<file path="src/pbm_pkg.sv">
// constants for the port-b pin function mux
// assumes a 32-bit classic wishbone register bus with byte addresses
package pbm_pkg;
    localparam int NPIN    = 11;
    localparam int NOPT    = 4;
    localparam int SEL_W   = 2;
    localparam int LOW_NP  = 6;
    localparam int HIGH_NP = 5;
    // register byte offsets
    localparam logic [3:0] ADR_LOW   = 4'h0;
    localparam logic [3:0] ADR_HIGH  = 4'h4;
    localparam logic [3:0] ADR_LEVEL = 4'h8;
    // field placement inside the select registers
    localparam int LOW_LSB  = 0;
    localparam int HIGH_LSB = 22;
    localparam logic [31:0] LOW_MASK  = 32'h00000FFF;
    localparam logic [31:0] HIGH_MASK = 32'hFFC00000;
    localparam logic [31:0] LOW_RST   = 32'h00000000;
    localparam logic [31:0] HIGH_RST  = 32'h00000000;
    // select codes
    localparam logic [1:0] SEL_GPIO = 2'h0;
    localparam logic [1:0] SEL_ALT1 = 2'h1;
    localparam logic [1:0] SEL_ALT2 = 2'h2;
    localparam logic [1:0] SEL_ALT3 = 2'h3;
    // pad index of each pin except 60 and 61, which sit at P59+1 and P59+2
    localparam int P32 = 0;
    localparam int P33 = 1;
    localparam int P34 = 2;
    localparam int P35 = 3;
    localparam int P36 = 4;
    localparam int P37 = 5;
    localparam int P59 = 6;
    localparam int P62 = 9;
    localparam int P63 = 10;
    // level fed to each input consumer while its option is not selected
    localparam logic [3:0] IDLE_LVL [NPIN] = '{4'h2, 4'h2, 4'hC, 4'h0, 4'h2, 4'h0,
                                               4'h0, 4'h0, 4'h0, 4'h2, 4'h0};
endpackage

</file>
<file path="src/pbm_cfg_if.sv">
// select fields and pad levels passed between register file and mux core
// assumes both ends run on the same clock
`timescale 1ns/1ps
interface pbm_cfg_if;
    logic [pbm_pkg::SEL_W*pbm_pkg::NPIN-1:0] sel;
    logic [pbm_pkg::NPIN-1:0]                level;
    modport regs (output sel, input level);
    modport core (input sel, output level);
endinterface

</file>
<file path="src/pbm_wb_regs.sv">
// wishbone classic slave holding the two select registers and a level view
// assumes single-cycle classic requests held until ack
`timescale 1ns/1ps
module pbm_wb_regs #(
    parameter int ADR_W = 4
) (
    // clock and reset
    input  wire logic             clk,
    input  wire logic             sys_rst,
    input  wire logic             clk_en,
    // wishbone slave
    input  wire logic [ADR_W-1:0] wb_adr_i,
    input  wire logic [31:0]      wb_dat_i,
    input  wire logic [3:0]       wb_sel_i,
    input  wire logic             wb_we_i,
    input  wire logic             wb_cyc_i,
    input  wire logic             wb_stb_i,
    output logic [31:0]           wb_dat_o,
    output logic                  wb_ack_o,
    // toward the mux core
    pbm_cfg_if.regs               cfg
);
    if (ADR_W < 4)
    begin : g_chk
        $error("pbm_wb_regs: ADR_W must be at least 4");
    end

    typedef struct packed {
        logic        ack;
        logic [31:0] low;
        logic [31:0] high;
        logic [31:0] dat;
    } pbm_regs_s;

    pbm_regs_s st_reg;
    pbm_regs_s st_next;

    function automatic logic [31:0] merge(input logic [31:0] old, input logic [31:0] wd,
                                          input logic [3:0] be, input logic [31:0] mask);
        logic [31:0] m;
        m = {{8{be[3]}}, {8{be[2]}}, {8{be[1]}}, {8{be[0]}}} & mask;
        return (old & ~m) | (wd & m);
    endfunction

    logic       req;
    logic       hit_hi;
    logic [3:0] off;

    always_comb
    begin
        st_next = st_reg;
        req     = wb_cyc_i && wb_stb_i && !st_reg.ack;
        hit_hi  = (wb_adr_i >> 4) != '0;
        off     = wb_adr_i[3:0];
        st_next.ack = req;
        if (req)
        begin
            // unmapped offsets answer with zero and ignore writes
            st_next.dat = 32'h00000000;
            if (!hit_hi && off == pbm_pkg::ADR_LOW)
            begin
                st_next.dat = st_reg.low;
                if (wb_we_i)
                    st_next.low = merge(st_reg.low, wb_dat_i, wb_sel_i, pbm_pkg::LOW_MASK);
            end
            if (!hit_hi && off == pbm_pkg::ADR_HIGH)
            begin
                st_next.dat = st_reg.high;
                if (wb_we_i)
                    st_next.high = merge(st_reg.high, wb_dat_i, wb_sel_i, pbm_pkg::HIGH_MASK);
            end
            if (!hit_hi && off == pbm_pkg::ADR_LEVEL)
                st_next.dat = {{(32 - pbm_pkg::NPIN){1'b0}}, cfg.level};
        end
    end

    always_ff @(posedge clk or posedge sys_rst)
    begin
        if (sys_rst)
            st_reg <= '{ack: 1'b0, low: pbm_pkg::LOW_RST, high: pbm_pkg::HIGH_RST, dat: 32'h00000000};
        else if (clk_en)
            st_reg <= st_next;
    end

    assign wb_ack_o = st_reg.ack;
    assign wb_dat_o = st_reg.dat;
    assign cfg.sel  = {st_reg.high[31:pbm_pkg::HIGH_LSB], st_reg.low[pbm_pkg::LOW_LSB +: 2*pbm_pkg::LOW_NP]};
endmodule

</file>
<file path="src/pbm_pin_cell.sv">
// one pad: four-way selection of output, enable and input routing
// assumes the caller supplies the four options per pad
`timescale 1ns/1ps
module pbm_pin_cell #(
    parameter logic [3:0] IDLE = 4'h0
) (
    // selection
    input  wire logic [1:0] sel,
    // candidate drivers
    input  wire logic [3:0] opt_out,
    input  wire logic [3:0] opt_oe,
    // pad side
    input  wire logic       pad_in,
    output logic            pad_out,
    output logic            pad_oe,
    // per-option input view
    output logic [3:0]      route_in
);
    always_comb
    begin
        pad_out = opt_out[sel];
        pad_oe  = opt_oe[sel];
        for (int k = 0; k < 4; k++)
            route_in[k] = (sel == k[1:0]) ? pad_in : IDLE[k];
    end
endmodule

</file>
<file path="src/pbm_top.sv">
// port-b pin function mux: register file plus per-pad option routing
// assumes peripherals and pads run on clk; pad drive is registered one cycle
//
// Overview of operation
// - pin37 field 11:10 selects gpio, capture unit 2, or zone 7 chip select.
// - pin36 field 9:8 selects gpio, serial A receive, or zone 0 chip select.
// - pin35 field 7:6 selects gpio, serial A transmit, or read/not-write strobe.
// - read/not-write rests high, low during external writes, high during reads.
// - pin34 field 5:4 selects gpio, capture unit 1, or external ready input.
// - pin33 field 3:2 selects gpio, i2c clock, pwm sync out, adc start B.
// - pin32 field 1:0 selects gpio, i2c data, pwm sync in, adc start A.
// - pin63 field 31:30 selects gpio, serial C transmit, or data line 16.
// - pin62 field 29:28 selects gpio, serial C receive, or data line 17.
// - pin61 field 27:26 selects gpio, port B frame sync, or data line 18.
// - pin60 field 25:24 selects gpio, port B receive clock, or data line 19.
// - pin59 field 23:22 selects gpio, port A frame sync, or data line 20.
// - all select fields are read/write and reset to zero, meaning gpio.
//
// Our own choices: register access over Wishbone and the address map.
`timescale 1ns/1ps
module pbm_top #(
    parameter int ADR_W = 4
) (
    // clock and reset
    input  wire logic                      clk,
    input  wire logic                      sys_rst,
    input  wire logic                      clk_en,
    // wishbone slave
    input  wire logic [ADR_W-1:0]          wb_adr_i,
    input  wire logic [31:0]               wb_dat_i,
    input  wire logic [3:0]                wb_sel_i,
    input  wire logic                      wb_we_i,
    input  wire logic                      wb_cyc_i,
    input  wire logic                      wb_stb_i,
    output logic [31:0]                    wb_dat_o,
    output logic                           wb_ack_o,
    // pads, index 0..5 = pins 32..37, 6..10 = pins 59..63
    input  wire logic [pbm_pkg::NPIN-1:0]  pad_in,
    output logic [pbm_pkg::NPIN-1:0]       pad_out,
    output logic [pbm_pkg::NPIN-1:0]       pad_oe,
    // general purpose i/o block
    input  wire logic [pbm_pkg::NPIN-1:0]  gpio_out,
    input  wire logic [pbm_pkg::NPIN-1:0]  gpio_oe,
    output logic [pbm_pkg::NPIN-1:0]       gpio_in,
    // capture units
    input  wire logic                      capture_unit_1_io_out,
    input  wire logic                      capture_unit_1_io_oe,
    output logic                           capture_unit_1_io_in,
    input  wire logic                      capture_unit_2_io_out,
    input  wire logic                      capture_unit_2_io_oe,
    output logic                           capture_unit_2_io_in,
    // serial interfaces
    input  wire logic                      serial_a_transmit,
    output logic                           serial_a_receive,
    input  wire logic                      serial_c_transmit,
    output logic                           serial_c_receive,
    // i2c, open drain
    input  wire logic                      i2c_clock_line_drive_low,
    output logic                           i2c_clock_line_in,
    input  wire logic                      i2c_data_line_drive_low,
    output logic                           i2c_data_line_in,
    // pwm sync and adc starts
    input  wire logic                      pwm_sync_out,
    output logic                           pwm_sync_in,
    input  wire logic                      adc_start_a_out,
    input  wire logic                      adc_start_b_out,
    // buffered serial ports
    input  wire logic                      bsp_a_rx_frame_sync_out,
    input  wire logic                      bsp_a_rx_frame_sync_oe,
    output logic                           bsp_a_rx_frame_sync_in,
    input  wire logic                      bsp_b_rx_frame_sync_out,
    input  wire logic                      bsp_b_rx_frame_sync_oe,
    output logic                           bsp_b_rx_frame_sync_in,
    input  wire logic                      bsp_b_rx_clock_out,
    input  wire logic                      bsp_b_rx_clock_oe,
    output logic                           bsp_b_rx_clock_in,
    // external memory interface, data bit 0 = line 16
    input  wire logic                      ext_zone0_chip_select,
    input  wire logic                      ext_zone7_chip_select,
    input  wire logic                      ext_write_cycle,
    output logic                           ext_ready_input,
    input  wire logic [4:0]                ext_data_line_out,
    input  wire logic [4:0]                ext_data_line_oe,
    output logic [4:0]                     ext_data_line_in
);
    localparam int N = pbm_pkg::NPIN;

    typedef struct packed {
        logic [N-1:0] pad_out;
        logic [N-1:0] pad_oe;
        logic [N-1:0] gpio_in;
        logic         cap1_in;
        logic         cap2_in;
        logic         ser_a_rx;
        logic         ser_c_rx;
        logic         scl_in;
        logic         sda_in;
        logic         sync_in;
        logic         fs_a_in;
        logic         fs_b_in;
        logic         clk_b_in;
        logic         ready_in;
        logic [4:0]   data_in;
        logic [N-1:0] pad_lvl;
    } pbm_core_s;

    // inputs come out of reset at their idle levels
    localparam pbm_core_s CORE_RST = '{
        pad_out:  '0,
        pad_oe:   '0,
        gpio_in:  '0,
        cap1_in:  1'b0,
        cap2_in:  1'b0,
        ser_a_rx: 1'b1,
        ser_c_rx: 1'b1,
        scl_in:   1'b1,
        sda_in:   1'b1,
        sync_in:  1'b0,
        fs_a_in:  1'b0,
        fs_b_in:  1'b0,
        clk_b_in: 1'b0,
        ready_in: 1'b1,
        data_in:  5'h00,
        pad_lvl:  '0
    };

    pbm_core_s st_reg;
    pbm_core_s st_next;

    pbm_cfg_if cfg ();

    pbm_wb_regs #(
        .ADR_W (ADR_W)
    ) u_regs (
        .clk      (clk),
        .sys_rst  (sys_rst),
        .clk_en   (clk_en),
        .wb_adr_i (wb_adr_i),
        .wb_dat_i (wb_dat_i),
        .wb_sel_i (wb_sel_i),
        .wb_we_i  (wb_we_i),
        .wb_cyc_i (wb_cyc_i),
        .wb_stb_i (wb_stb_i),
        .wb_dat_o (wb_dat_o),
        .wb_ack_o (wb_ack_o),
        .cfg      (cfg)
    );

    // software sees the pad levels as the mux last sampled them
    assign cfg.level = st_reg.pad_lvl;

    logic [N-1:0][3:0] opt_out;
    logic [N-1:0][3:0] opt_oe;
    logic [N-1:0][3:0] route;
    logic [N-1:0]      cell_out;
    logic [N-1:0]      cell_oe;

    // option table per pad: 0 gpio, 1..3 alternates
    always_comb
    begin
        opt_out = '0;
        opt_oe  = '0;
        for (int i = 0; i < N; i++)
        begin
            opt_out[i][0] = gpio_out[i];
            opt_oe[i][0]  = gpio_oe[i];
        end
        // pin 32: open drain only ever pulls low
        opt_oe[pbm_pkg::P32][1]  = i2c_data_line_drive_low;
        opt_out[pbm_pkg::P32][3] = adc_start_a_out;
        opt_oe[pbm_pkg::P32][3]  = 1'b1;
        // pin 33
        opt_oe[pbm_pkg::P33][1]  = i2c_clock_line_drive_low;
        opt_out[pbm_pkg::P33][2] = pwm_sync_out;
        opt_oe[pbm_pkg::P33][2]  = 1'b1;
        opt_out[pbm_pkg::P33][3] = adc_start_b_out;
        opt_oe[pbm_pkg::P33][3]  = 1'b1;
        // pin 34: ready is input only
        opt_out[pbm_pkg::P34][1] = capture_unit_1_io_out;
        opt_oe[pbm_pkg::P34][1]  = capture_unit_1_io_oe;
        // pin 35: strobe low only while a write cycle runs
        opt_out[pbm_pkg::P35][1] = serial_a_transmit;
        opt_oe[pbm_pkg::P35][1]  = 1'b1;
        opt_out[pbm_pkg::P35][2] = ~ext_write_cycle;
        opt_out[pbm_pkg::P35][3] = ~ext_write_cycle;
        opt_oe[pbm_pkg::P35][2]  = 1'b1;
        opt_oe[pbm_pkg::P35][3]  = 1'b1;
        // pin 36: receive data is input only
        opt_out[pbm_pkg::P36][2] = ext_zone0_chip_select;
        opt_out[pbm_pkg::P36][3] = ext_zone0_chip_select;
        opt_oe[pbm_pkg::P36][2]  = 1'b1;
        opt_oe[pbm_pkg::P36][3]  = 1'b1;
        // pin 37
        opt_out[pbm_pkg::P37][1] = capture_unit_2_io_out;
        opt_oe[pbm_pkg::P37][1]  = capture_unit_2_io_oe;
        opt_out[pbm_pkg::P37][2] = ext_zone7_chip_select;
        opt_out[pbm_pkg::P37][3] = ext_zone7_chip_select;
        opt_oe[pbm_pkg::P37][2]  = 1'b1;
        opt_oe[pbm_pkg::P37][3]  = 1'b1;
        // pins 59..61: buffered serial port lines
        opt_out[pbm_pkg::P59][1]   = bsp_a_rx_frame_sync_out;
        opt_oe[pbm_pkg::P59][1]    = bsp_a_rx_frame_sync_oe;
        opt_out[pbm_pkg::P59+1][1] = bsp_b_rx_clock_out;
        opt_oe[pbm_pkg::P59+1][1]  = bsp_b_rx_clock_oe;
        opt_out[pbm_pkg::P59+2][1] = bsp_b_rx_frame_sync_out;
        opt_oe[pbm_pkg::P59+2][1]  = bsp_b_rx_frame_sync_oe;
        // pin 62 receive is input only; pin 63 transmits
        opt_out[pbm_pkg::P63][1] = serial_c_transmit;
        opt_oe[pbm_pkg::P63][1]  = 1'b1;
        // pins 59..63 carry data lines 20 down to 16 on codes 10 and 11
        for (int k = 0; k < pbm_pkg::HIGH_NP; k++)
        begin
            opt_out[pbm_pkg::P59+k][2] = ext_data_line_out[4-k];
            opt_out[pbm_pkg::P59+k][3] = ext_data_line_out[4-k];
            opt_oe[pbm_pkg::P59+k][2]  = ext_data_line_oe[4-k];
            opt_oe[pbm_pkg::P59+k][3]  = ext_data_line_oe[4-k];
        end
    end

    genvar g;
    generate
        for (g = 0; g < N; g++)
        begin : g_pin
            pbm_pin_cell #(
                .IDLE (pbm_pkg::IDLE_LVL[g])
            ) u_cell (
                .sel      (cfg.sel[2*g +: 2]),
                .opt_out  (opt_out[g]),
                .opt_oe   (opt_oe[g]),
                .pad_in   (pad_in[g]),
                .pad_out  (cell_out[g]),
                .pad_oe   (cell_oe[g]),
                .route_in (route[g])
            );
        end
    endgenerate

    // codes 10 and 11 share a consumer: idle-high ones join by and, idle-low by or
    always_comb
    begin
        st_next          = st_reg;
        st_next.pad_lvl  = pad_in;
        st_next.pad_out  = cell_out;
        st_next.pad_oe   = cell_oe;
        for (int i = 0; i < N; i++)
            st_next.gpio_in[i] = route[i][0];
        st_next.sda_in   = route[pbm_pkg::P32][1];
        st_next.sync_in  = route[pbm_pkg::P32][2];
        st_next.scl_in   = route[pbm_pkg::P33][1];
        st_next.cap1_in  = route[pbm_pkg::P34][1];
        st_next.ready_in = route[pbm_pkg::P34][2] & route[pbm_pkg::P34][3];
        st_next.ser_a_rx = route[pbm_pkg::P36][1];
        st_next.cap2_in  = route[pbm_pkg::P37][1];
        st_next.fs_a_in  = route[pbm_pkg::P59][1];
        st_next.clk_b_in = route[pbm_pkg::P59+1][1];
        st_next.fs_b_in  = route[pbm_pkg::P59+2][1];
        st_next.ser_c_rx = route[pbm_pkg::P62][1];
        for (int k = 0; k < pbm_pkg::HIGH_NP; k++)
            st_next.data_in[4-k] = route[pbm_pkg::P59+k][2] | route[pbm_pkg::P59+k][3];
    end

    always_ff @(posedge clk or posedge sys_rst)
    begin
        if (sys_rst)
            st_reg <= CORE_RST;
        else if (clk_en)
            st_reg <= st_next;
    end

    assign pad_out                 = st_reg.pad_out;
    assign pad_oe                  = st_reg.pad_oe;
    assign gpio_in                 = st_reg.gpio_in;
    assign capture_unit_1_io_in    = st_reg.cap1_in;
    assign capture_unit_2_io_in    = st_reg.cap2_in;
    assign serial_a_receive        = st_reg.ser_a_rx;
    assign serial_c_receive        = st_reg.ser_c_rx;
    assign i2c_clock_line_in       = st_reg.scl_in;
    assign i2c_data_line_in        = st_reg.sda_in;
    assign pwm_sync_in             = st_reg.sync_in;
    assign bsp_a_rx_frame_sync_in  = st_reg.fs_a_in;
    assign bsp_b_rx_frame_sync_in  = st_reg.fs_b_in;
    assign bsp_b_rx_clock_in       = st_reg.clk_b_in;
    assign ext_ready_input         = st_reg.ready_in;
    assign ext_data_line_in        = st_reg.data_in;
endmodule

</file>
<file path="config.mk">
export PLATFORM = sky130hd
export DESIGN_NAME = pbm_top
export DESIGN_NICKNAME = d
export VERILOG_FILES = /design/src/pbm_pkg.sv /design/src/pbm_cfg_if.sv /design/src/pbm_wb_regs.sv /design/src/pbm_pin_cell.sv /design/src/pbm_top.sv
export SDC_FILE = /design/constraint.sdc
export NUM_CORES = 1
export LEC_CHECK = 0
export BUFFER_PORTS_ARGS = -buffer_cell sky130_fd_sc_hd__buf_2
export CAP_MARGIN = 20
export CELL_PAD_IN_SITES_DETAIL_PLACEMENT = 1
export CELL_PAD_IN_SITES_GLOBAL_PLACEMENT = 1
export CORE_AREA = 8 8 95 161
export DETAILED_ROUTE_END_ITERATION = 7
export DIE_AREA = 0 0 103 169
export PLACE_DENSITY = 0.77
export SETUP_SLACK_MARGIN = 0.3
export SYNTH_ARGS = -nofsm -noshare
export SYNTH_HDL_FRONTEND = slang
export SYNTH_SLANG_ARGS = --single-unit
export TNS_END_PERCENT = 1
</file>
<file path="constraint.sdc">
create_clock -name clk -period 4 [get_ports clk]
set_input_delay 0.2 -clock clk [delete_from_list [all_inputs] [get_ports clk]]
set_output_delay 0.2 -clock clk [all_outputs]
set_load 0.05 [all_outputs]
</file>
# After elaboration in Yosys (flattened, before gate mapping)
# Index checks and enable logic that the tools add are counted.
# W data, S select, Z words.
# totals
in_bits	109
word_cells	168
out_inout_bits	82
reg_bits	157
# classes
n_lt_le_gt_ge	11
n_bitwise	15
muxes	80
n_eq_ne	24
reduce_logical	18
# op_table
cell	count
$and A32 B32 Y32	3
$mux W32	3
$or A32 B32 Y32	2
$mux W1	55
$bmux W1 S2	22
$lt A2 B3 Y1 const B	11
$and A32 B12 Y32	1
$not A12 Y32	1
$not A32 Y32	1
$eq A2 B2 Y1 const B	13
$logic_not A2 Y1	11
$eq A2 B1 Y1 const B	9
$reduce_and A4 Y1	2
$or A1 B1 Y1	5
$eq A4 B3 Y1 const B	1
$eq A4 B4 Y1 const B	1
$logic_not A4 Y1	1
$logic_and A1 B1 Y1	2
$reduce_and A2 Y1	1
$and A1 B1 Y1	1
$logic_not A1 Y1	1
$not A1 Y1	1

# Longest topological paths before layout
# Gate-level depths: netlist of the first run.
# depth
ltp_word	4
mapped_depth	6
mapped_depth_nobuf	3

# Modules after synthesis
# From an unflattened synthesis of the first run, not the netlist that was laid out.
# hier_totals
cells_unflattened	353
hier_area_um2	5293.8
# by_module_without_submodules
mod	cells_per_inst	seq_area_each_um2	instances	area_each_um2
pbm_top	143	1507.7	1	2372.3
pbm_wb_regs	144	1126.1	1	1964.4
pbm_pin_cell at g_pin[10].u_cell ...	6	0.0	6	87.6
pbm_pin_cell at g_pin[0].u_cell ...	6	0.0	5	86.3

# Least setup slack after synthesis of the first run
# No wires, ideal clock.
# synth_path
kind	flip-flop to flip-flop
startpoint	register u_regs.st_reg, in the netlist u_regs.wb_ack_o
endpoint	register u_regs.st_reg, in the netlist u_regs.wb_dat_o[1]
period_less_slack_ns	1.737
slack_ns	2.263
path_buffers	1
path_stages_with_launch	5
setup_ns	0.083
required_time_ns	3.917
arrival_ns	1.655
cell_sequence	dfrtp_1 > nand4b_1 > or4_1 > clkbuf_1 > o21ai_0
# synth_via
elab_chain_len	3
# synth_lines
item	line	rtl
start: declaration	pbm_wb_regs.sv:35	pbm_regs_s st_reg;
start signal: assignment	pbm_wb_regs.sv:80	st_reg <= '{ack: 1'b0, low: pbm_pkg::LOW_RST, high: pbm_pkg::HIGH_RST, dat: 32'h00000000};
start signal: assignment	pbm_wb_regs.sv:82	st_reg <= st_next;
$logic_not A1 Y1	pbm_wb_regs.sv:52	req = wb_cyc_i && wb_stb_i && !st_reg.ack;
$logic_and A1 B1 Y1	pbm_wb_regs.sv:52	
$reduce_and A2 Y1 (no source line)	--	
# No other way between the ends.
# A chain may end at the register's enable or synchronous reset.

# Final worst setup path of the first run
# layout_path
startpoint	register u_regs.st_reg, in the netlist u_regs.wb_ack_o
endpoint	register u_regs.st_reg, in the netlist u_regs.wb_dat_o[8]
# Same word-level chain as after synthesis.

==> run summary, run 1 <==
core footprint = 0.0132 mm2
post-route ant nets = 0
global routing's busiest layer = met2
synthesized area = 0.00460 mm2
gpl congestion = 0.753
worst reg2reg path depth = 4
total number of clock tree sinks = 105
placed standard-cell area = 0.00556 mm2
nets = 664
HP Class = input pin to async pin
chip width = 103 um
Max stage delay on crit path = 0.66 ns
layout cells sized above 1 = 0.443
final setup fails = 0
hold buffer count at CTS = 0
Top delay family on crit path = simple AND/OR/NAND/NOR gates
routed len/inst = 18.5 um
Storage cell area = 0.00263 mm2
fin area = 0.00589 mm2
Crit path depth = 4
Least-Margin Pin Slew = 0.918 ns
grt total ovfl = 0
most frequent cells in the layout = buf_2, dfrtp_1, mux2_2, nand2_1, o21ai_0
Fmax = 0.534 GHz
gr usage total = 0.159
Lkg Pwr = 2.89 nW
Post-synth ARST share = 1.00
unique cell type count in the Yosys netlist = 38
YS warnings = 0
# H-tree levels = 3
syn avg cell area = 11.7 um2
Post-Route WL = 13,600 um
initial core utilization = 0.349
RSZ-0062 raised after global routing = false
outcome = complete, no violations
Post-synth EDFFs = 0
vias in the first global route = 3,991
met3 Use GR = 0.0461
FP Rows = 56
Seq/Total Area, Yosys = 0.573
First-pass DRT Iterations = 4
Critical Path End Type = register
crit-path cells = nand4b_1 > buf_4 > or4_1 > o21ai_0
hold violation total from the final report = 0
VDD IR max = 0.000187 V
Max-Cap Viols = 0
critical path class = register to register
Final Power = 2.56 mW
area of the multi-input gates = 0.00176 mm2
Clk pwr share = 0.373
total negative setup slack = 0 ns
crit path launch type = register
Period minus WS final = 1.87 ns
Num CTS Buffers = 9
worst-skew pair later-pin latency = 0.34 ns
clock skew = 0.0103 ns
pin count of the biggest net entering global routing = 75
via count = 3,572
met1 Track Usage GR = 0.169
IO buf count = 170
M2 GR Usage = 0.280
CP max-delay cell = or4_1
initial drt markers = 79
Gate Count Post-Synth = 394
die area = 0.0174 mm2
Seq pwr share = 0.457
clock slew at reported path FFs = 0.07 ns
final slew viol count = 0
DP Wirelength = 10,400 um
Reg-to-Reg Start = u_regs.wb_ack_o
Synth Register Bits = 105
Post-CTS Resized = 0
CP bufs+invs = 1
first-pass GRT wire length = 21,200 um
Die H = 169 um
Via density = 4.85
initial antenna violation count = 4
critical-path maximum fanout = 24
CTS max path bufs = 2
Setup Buffers After CTS = 0
Critical Path RT = 4.25 ns
filler cell count = 1,547
worst rel slew slack = 0.388
crit path DAT = 2.12 ns
Worst Setup SP = u_regs.wb_ack_o
clock tree root driver cell = clkbuf_16
most common cell after layout, fill and taps aside = buf_2
Logic pwr share = 0.169
design internal power = 1.83 mW
power per cell area = 435 mW/mm2
leading register cell type out of synthesis = dfrtp_1
DRC viols = 0
crit share post-route = 0.469
Sw Share = 0.287
Layout area overhead = 28.1%
Top Ports = 191
CTS tree = yes
NetSw = 735 uW
==> final cells by class <==
class | count | share of cell area
diodes | 2 | 0.000849
clock buffers | 12 | 0.0418
clock inverters | 4 | 0.0130
inverters | 20 | 0.0132
multi-input cells | 246 | 0.299
flip-flops and latches | 105 | 0.447
well taps | 174 | 0.0370
repair buffers | 173 | 0.149
==> per-stage QoR <==
step,hold WS (ns),utilization,std cells,worst slack [ns]
2_1_floorplan,0.328,-,403,1.05
3_3_place_gp,0.415,0.422,718,2.02
3_5_place_dp,0.420,0.422,718,1.91
4_1_cts,0.0549,0.447,734,2.12
5_1_grt,0.0762,0.447,736,2.02
6_report,0.0521,0.447,736,2.13
==> path summary, 6_finish.rpt <==
check                                      to  slack [ns]
setup / recovery           u_regs.wb_dat_o[8]        2.13
min in group clk                     register        0.07
setup reg to reg           u_regs.wb_dat_o[8]        2.13
max in group asynchronous    serial_c_receive        2.95
hold reg to reg            u_regs.wb_dat_o[2]        0.49
hold / removal                      pad_oe[3]        0.05
==> synthesized netlist by cell type, types with 3 or more instances <==
cell type / instances / area, um2
mux2_2: 51 / 574
a31oi_1: 4 / 25.0
buf_2: 5 / 25.0
buf_1: 3 / 11.3
o21ai_0: 29 / 145
a22o_1: 10 / 87.6
a22oi_1: 3 / 22.5
inv_1: 20 / 75.1
dfstp_2: 5 / 131
nand2b_1: 8 / 50.1
a21oi_1: 10 / 50.1
mux2i_1: 22 / 220
nand3_1: 7 / 35.0
nand2_1: 31 / 116
dfrtp_1: 100 / 2500
nor2b_1: 3 / 18.8
o22ai_1: 8 / 50.1
nor2_1: 25 / 93.8
clkbuf_1: 14 / 52.6
nor3b_1: 5 / 37.5
buf_4: 10 / 75.1
==> layer usage <==
layer | up-vias | wire [um]
li1 | 1678 | -
met1 | 1746 | 4940
met2 | 115 | 7370
met3 | 29 | 896
met4 | 4 | 359
met5 | - | 18
==> worst register-to-register path, cell delays in order, from the launching register on <==
cell and delay [ns]:
dfrtp_1 0.40, nand4b_1 0.19, buf_4 0.26, or4_1 0.66
o21ai_0 0.28
==> power groups by stage <==
stage          Combinational [mW]  Sequential, mW  Clock (mW)
4_1_cts                     0.441            1.17       0.983
3_5_place_dp                0.439            1.19           0
6_report                    0.433            1.17       0.957
2_1_floorplan               0.163            1.33           0
3_3_place_gp                0.426            1.19           0
5_1_grt                     0.464            1.18        1.02
==> kinds of logic (layout without fill, tap and decap cells) <==
| kind of cell | count (synthesis) | in the layout | share of synthesized area |
|---|---|---|---|
| other cells | 1 | 12 | 0.000816 |
| flops | 105 | 105 | 0.573 |
| buf+inv | 52 | 209 | 0.0520 |
| compound gates | 72 | 72 | 0.0966 |
| mux | 74 | 74 | 0.175 |
| simple gates | 90 | 90 | 0.103 |
Note: power is estimated with default switching activity, not from simulation.
==> run 2: changes to the inputs <==
- clock period: 4 -> 1.9 ns (I/O delays scaled with it)
==> run summary, run 2 (synthesis gave the netlist of run 1 again) <==
clock tree root driver cell = clkbuf_16 (unchanged)
layout cells sized above 1 = 0.433 (was 0.443)
FP Rows = 56 (unchanged)
IO buf count = 170 (unchanged)
final slew viol count = 0 (unchanged)
Critical Path RT = 2.13 ns (was 4.25 ns)
initial drt markers = 83 (was 79)
Top delay family on crit path = simple AND/OR/NAND/NOR gates (unchanged)
via count = 3,741 (was 3,572)
design internal power = 3.60 mW (was 1.83 mW)
Max stage delay on crit path = 0.41 ns (was 0.66 ns)
initial core utilization = 0.349 (unchanged)
crit-path cells = and4b_2 > nand4_1 > mux2_2 (was nand4b_1 > buf_4 > or4_1 > o21ai_0)
RSZ-0062 raised after global routing = true (was false)
Seq pwr share = 0.474 (was 0.457)
pin count of the biggest net entering global routing = 56 (was 75)
filler cell count = 1,534 (was 1,547)
gpl congestion = 0.777 (was 0.753)
chip width = 103 um (unchanged)
nets = 691 (was 664)
most common cell after layout, fill and taps aside = buf_2 (unchanged)
Critical Path End Type = register (unchanged)
Post-Route WL = 14,100 um (was 13,600 um)
Clk pwr share = 0.339 (was 0.373)
Least-Margin Pin Slew = 0.541 ns (was 0.918 ns)
post-route ant nets = 0 (unchanged)
clock skew = 0.0171 ns (was 0.0103 ns)
Layout area overhead = 33.5% (was 28.1%)
crit path DAT = 1.80 ns (was 2.12 ns)
Lkg Pwr = 3.00 nW (was 2.89 nW)
clock slew at reported path FFs = 0.07 ns (about the same)
gr usage total = 0.168 (was 0.159)
NetSw = 1.61 mW (was 735 uW)
vias in the first global route = 4,324 (was 3,991)
critical path class = register to register (unchanged)
hold violation total from the final report = 0 (unchanged)
initial antenna violation count = 2 (was 4)
Setup Buffers After CTS = 0 (unchanged)
grt total ovfl = 0 (unchanged)
routed len/inst = 18.5 um (about the same)
DRC viols = 0 (unchanged)
first-pass GRT wire length = 22,500 um (was 21,200 um)
crit share post-route = 0.826 (was 0.469)
# H-tree levels = 3 (unchanged)
Via density = 4.91 (was 4.85)
First-pass DRT Iterations = 4 (unchanged)
Max-Cap Viols = 0 (unchanged)
Logic pwr share = 0.187 (was 0.169)
total negative setup slack = 0 ns (unchanged)
CTS max path bufs = 2 (unchanged)
CP bufs+invs = 0 (was 1)
final setup fails = 0 (unchanged)
HP Class = input pin to register (was input pin to async pin)
VDD IR max = 0.000394 V (was 0.000187 V)
Period minus WS final = 1.57 ns (was 1.87 ns)
placed standard-cell area = 0.00561 mm2 (was 0.00556 mm2)
fin area = 0.00614 mm2 (was 0.00589 mm2)
crit path launch type = register (unchanged)
Top Ports = 191 (unchanged)
core footprint = 0.0132 mm2 (unchanged)
die area = 0.0174 mm2 (unchanged)
worst-skew pair later-pin latency = 0.35 ns (was 0.34 ns)
worst rel slew slack = 0.640 (was 0.388)
power per cell area = 849 mW/mm2 (was 435 mW/mm2)
CP max-delay cell = dfrtp_1 (was or4_1)
Sw Share = 0.309 (was 0.287)
CTS tree = yes (unchanged)
critical-path maximum fanout = 6 (was 24)
outcome = complete, no violations (unchanged)
DP Wirelength = 10,700 um (was 10,400 um)
Die H = 169 um (unchanged)
most frequent cells in the layout = buf_2, dfrtp_1, mux2_2, nand2_1, o21ai_0 (unchanged)
total number of clock tree sinks = 105 (unchanged)
Fmax = 0.637 GHz (was 0.534 GHz)
Num CTS Buffers = 9 (unchanged)
==> run 2: cell count changes in the layout (fill, tap and decap cells not counted), moves of 2 or more <==
cell           before  now
inv_6               1    3
dlygate4sd3_1       0   24
clkinv_4            0    2
buf_12              0    2
bufinv_16           2    0
==> run 2: final timing paths <==
| kind | slack (ns) | cells past startpoint | to | from |
|---|---|---|---|---|
| max in group asynchronous | 0.96 | 4 | serial_c_receive | sys_rst |
| min in group asynchronous | 0.27 | 3 | pad_out[1] | sys_rst |
| max | 0.33 | 3 | register | u_regs.wb_ack_o |
| min | 0.02 | 2 | cfg.level[4] | pad_in[4] |
| min reg2reg | 0.48 | 2 | u_regs.wb_dat_o[0] | u_regs.wb_dat_o[0] |
| max reg2reg | 0.33 | 3 | register | u_regs.wb_ack_o |
==> run 2: through the flow <==
step	instances	total power, mW	util	setup slack (ns)	hold slack [ns]
global route	761	5.43	0.466	0.259	0.0141
global placement	721	3.41	0.426	0.295	0.0938
CTS	761	5.27	0.466	0.250	0.0102
detailed placement	721	3.45	0.426	0.229	0.106
floorplan	403	3.14	-	0.163	0.223
finish	762	5.21	0.466	0.330	0.0213
==> run 2: cell type report <==
| class | count | area, um2 | share of cell area |
|---|---|---|---|
| inverters | 20 | 78.8 | 0.0128 |
| well taps | 174 | 218 | 0.0355 |
| clock inverters | 6 | 48.8 | 0.00795 |
| multi-input cells | 246 | 1760 | 0.287 |
| flip-flops and latches | 105 | 2630 | 0.429 |
| diodes | 1 | 2.50 | 0.000408 |
| repair buffers | 200 | 1160 | 0.190 |
| clock buffers | 10 | 229 | 0.0373 |
==> run 2: timing repair <==
action | in CTS | in global routing
hold buffers | 24 | 0
endpoints found under the setup margin | 16 | 15
endpoints found under the hold margin | 34 | 0
gates resized for setup | 1 | 1
==> run 2: metal layers <==
metal / wire, um / global-route usage / vias up
met5: 21 / 0 / -
li1: - / - / 1733
met4: 501 / 0.0880 / 4
met3: 906 / 0.0436 / 36
met2: 7460 / 0.293 / 128
met1: 5200 / 0.178 / 1840
==> run 2: power by group through the flow <==
stage / Clock, mW / Sequential (mW) / Combinational (mW)
detailed placement: 0 / 2.51 / 0.938
global placement: 0 / 2.50 / 0.911
CTS: 1.82 / 2.47 / 0.981
finish: 1.77 / 2.47 / 0.973
floorplan: 0 / 2.80 / 0.343
global route: 1.89 / 2.49 / 1.04
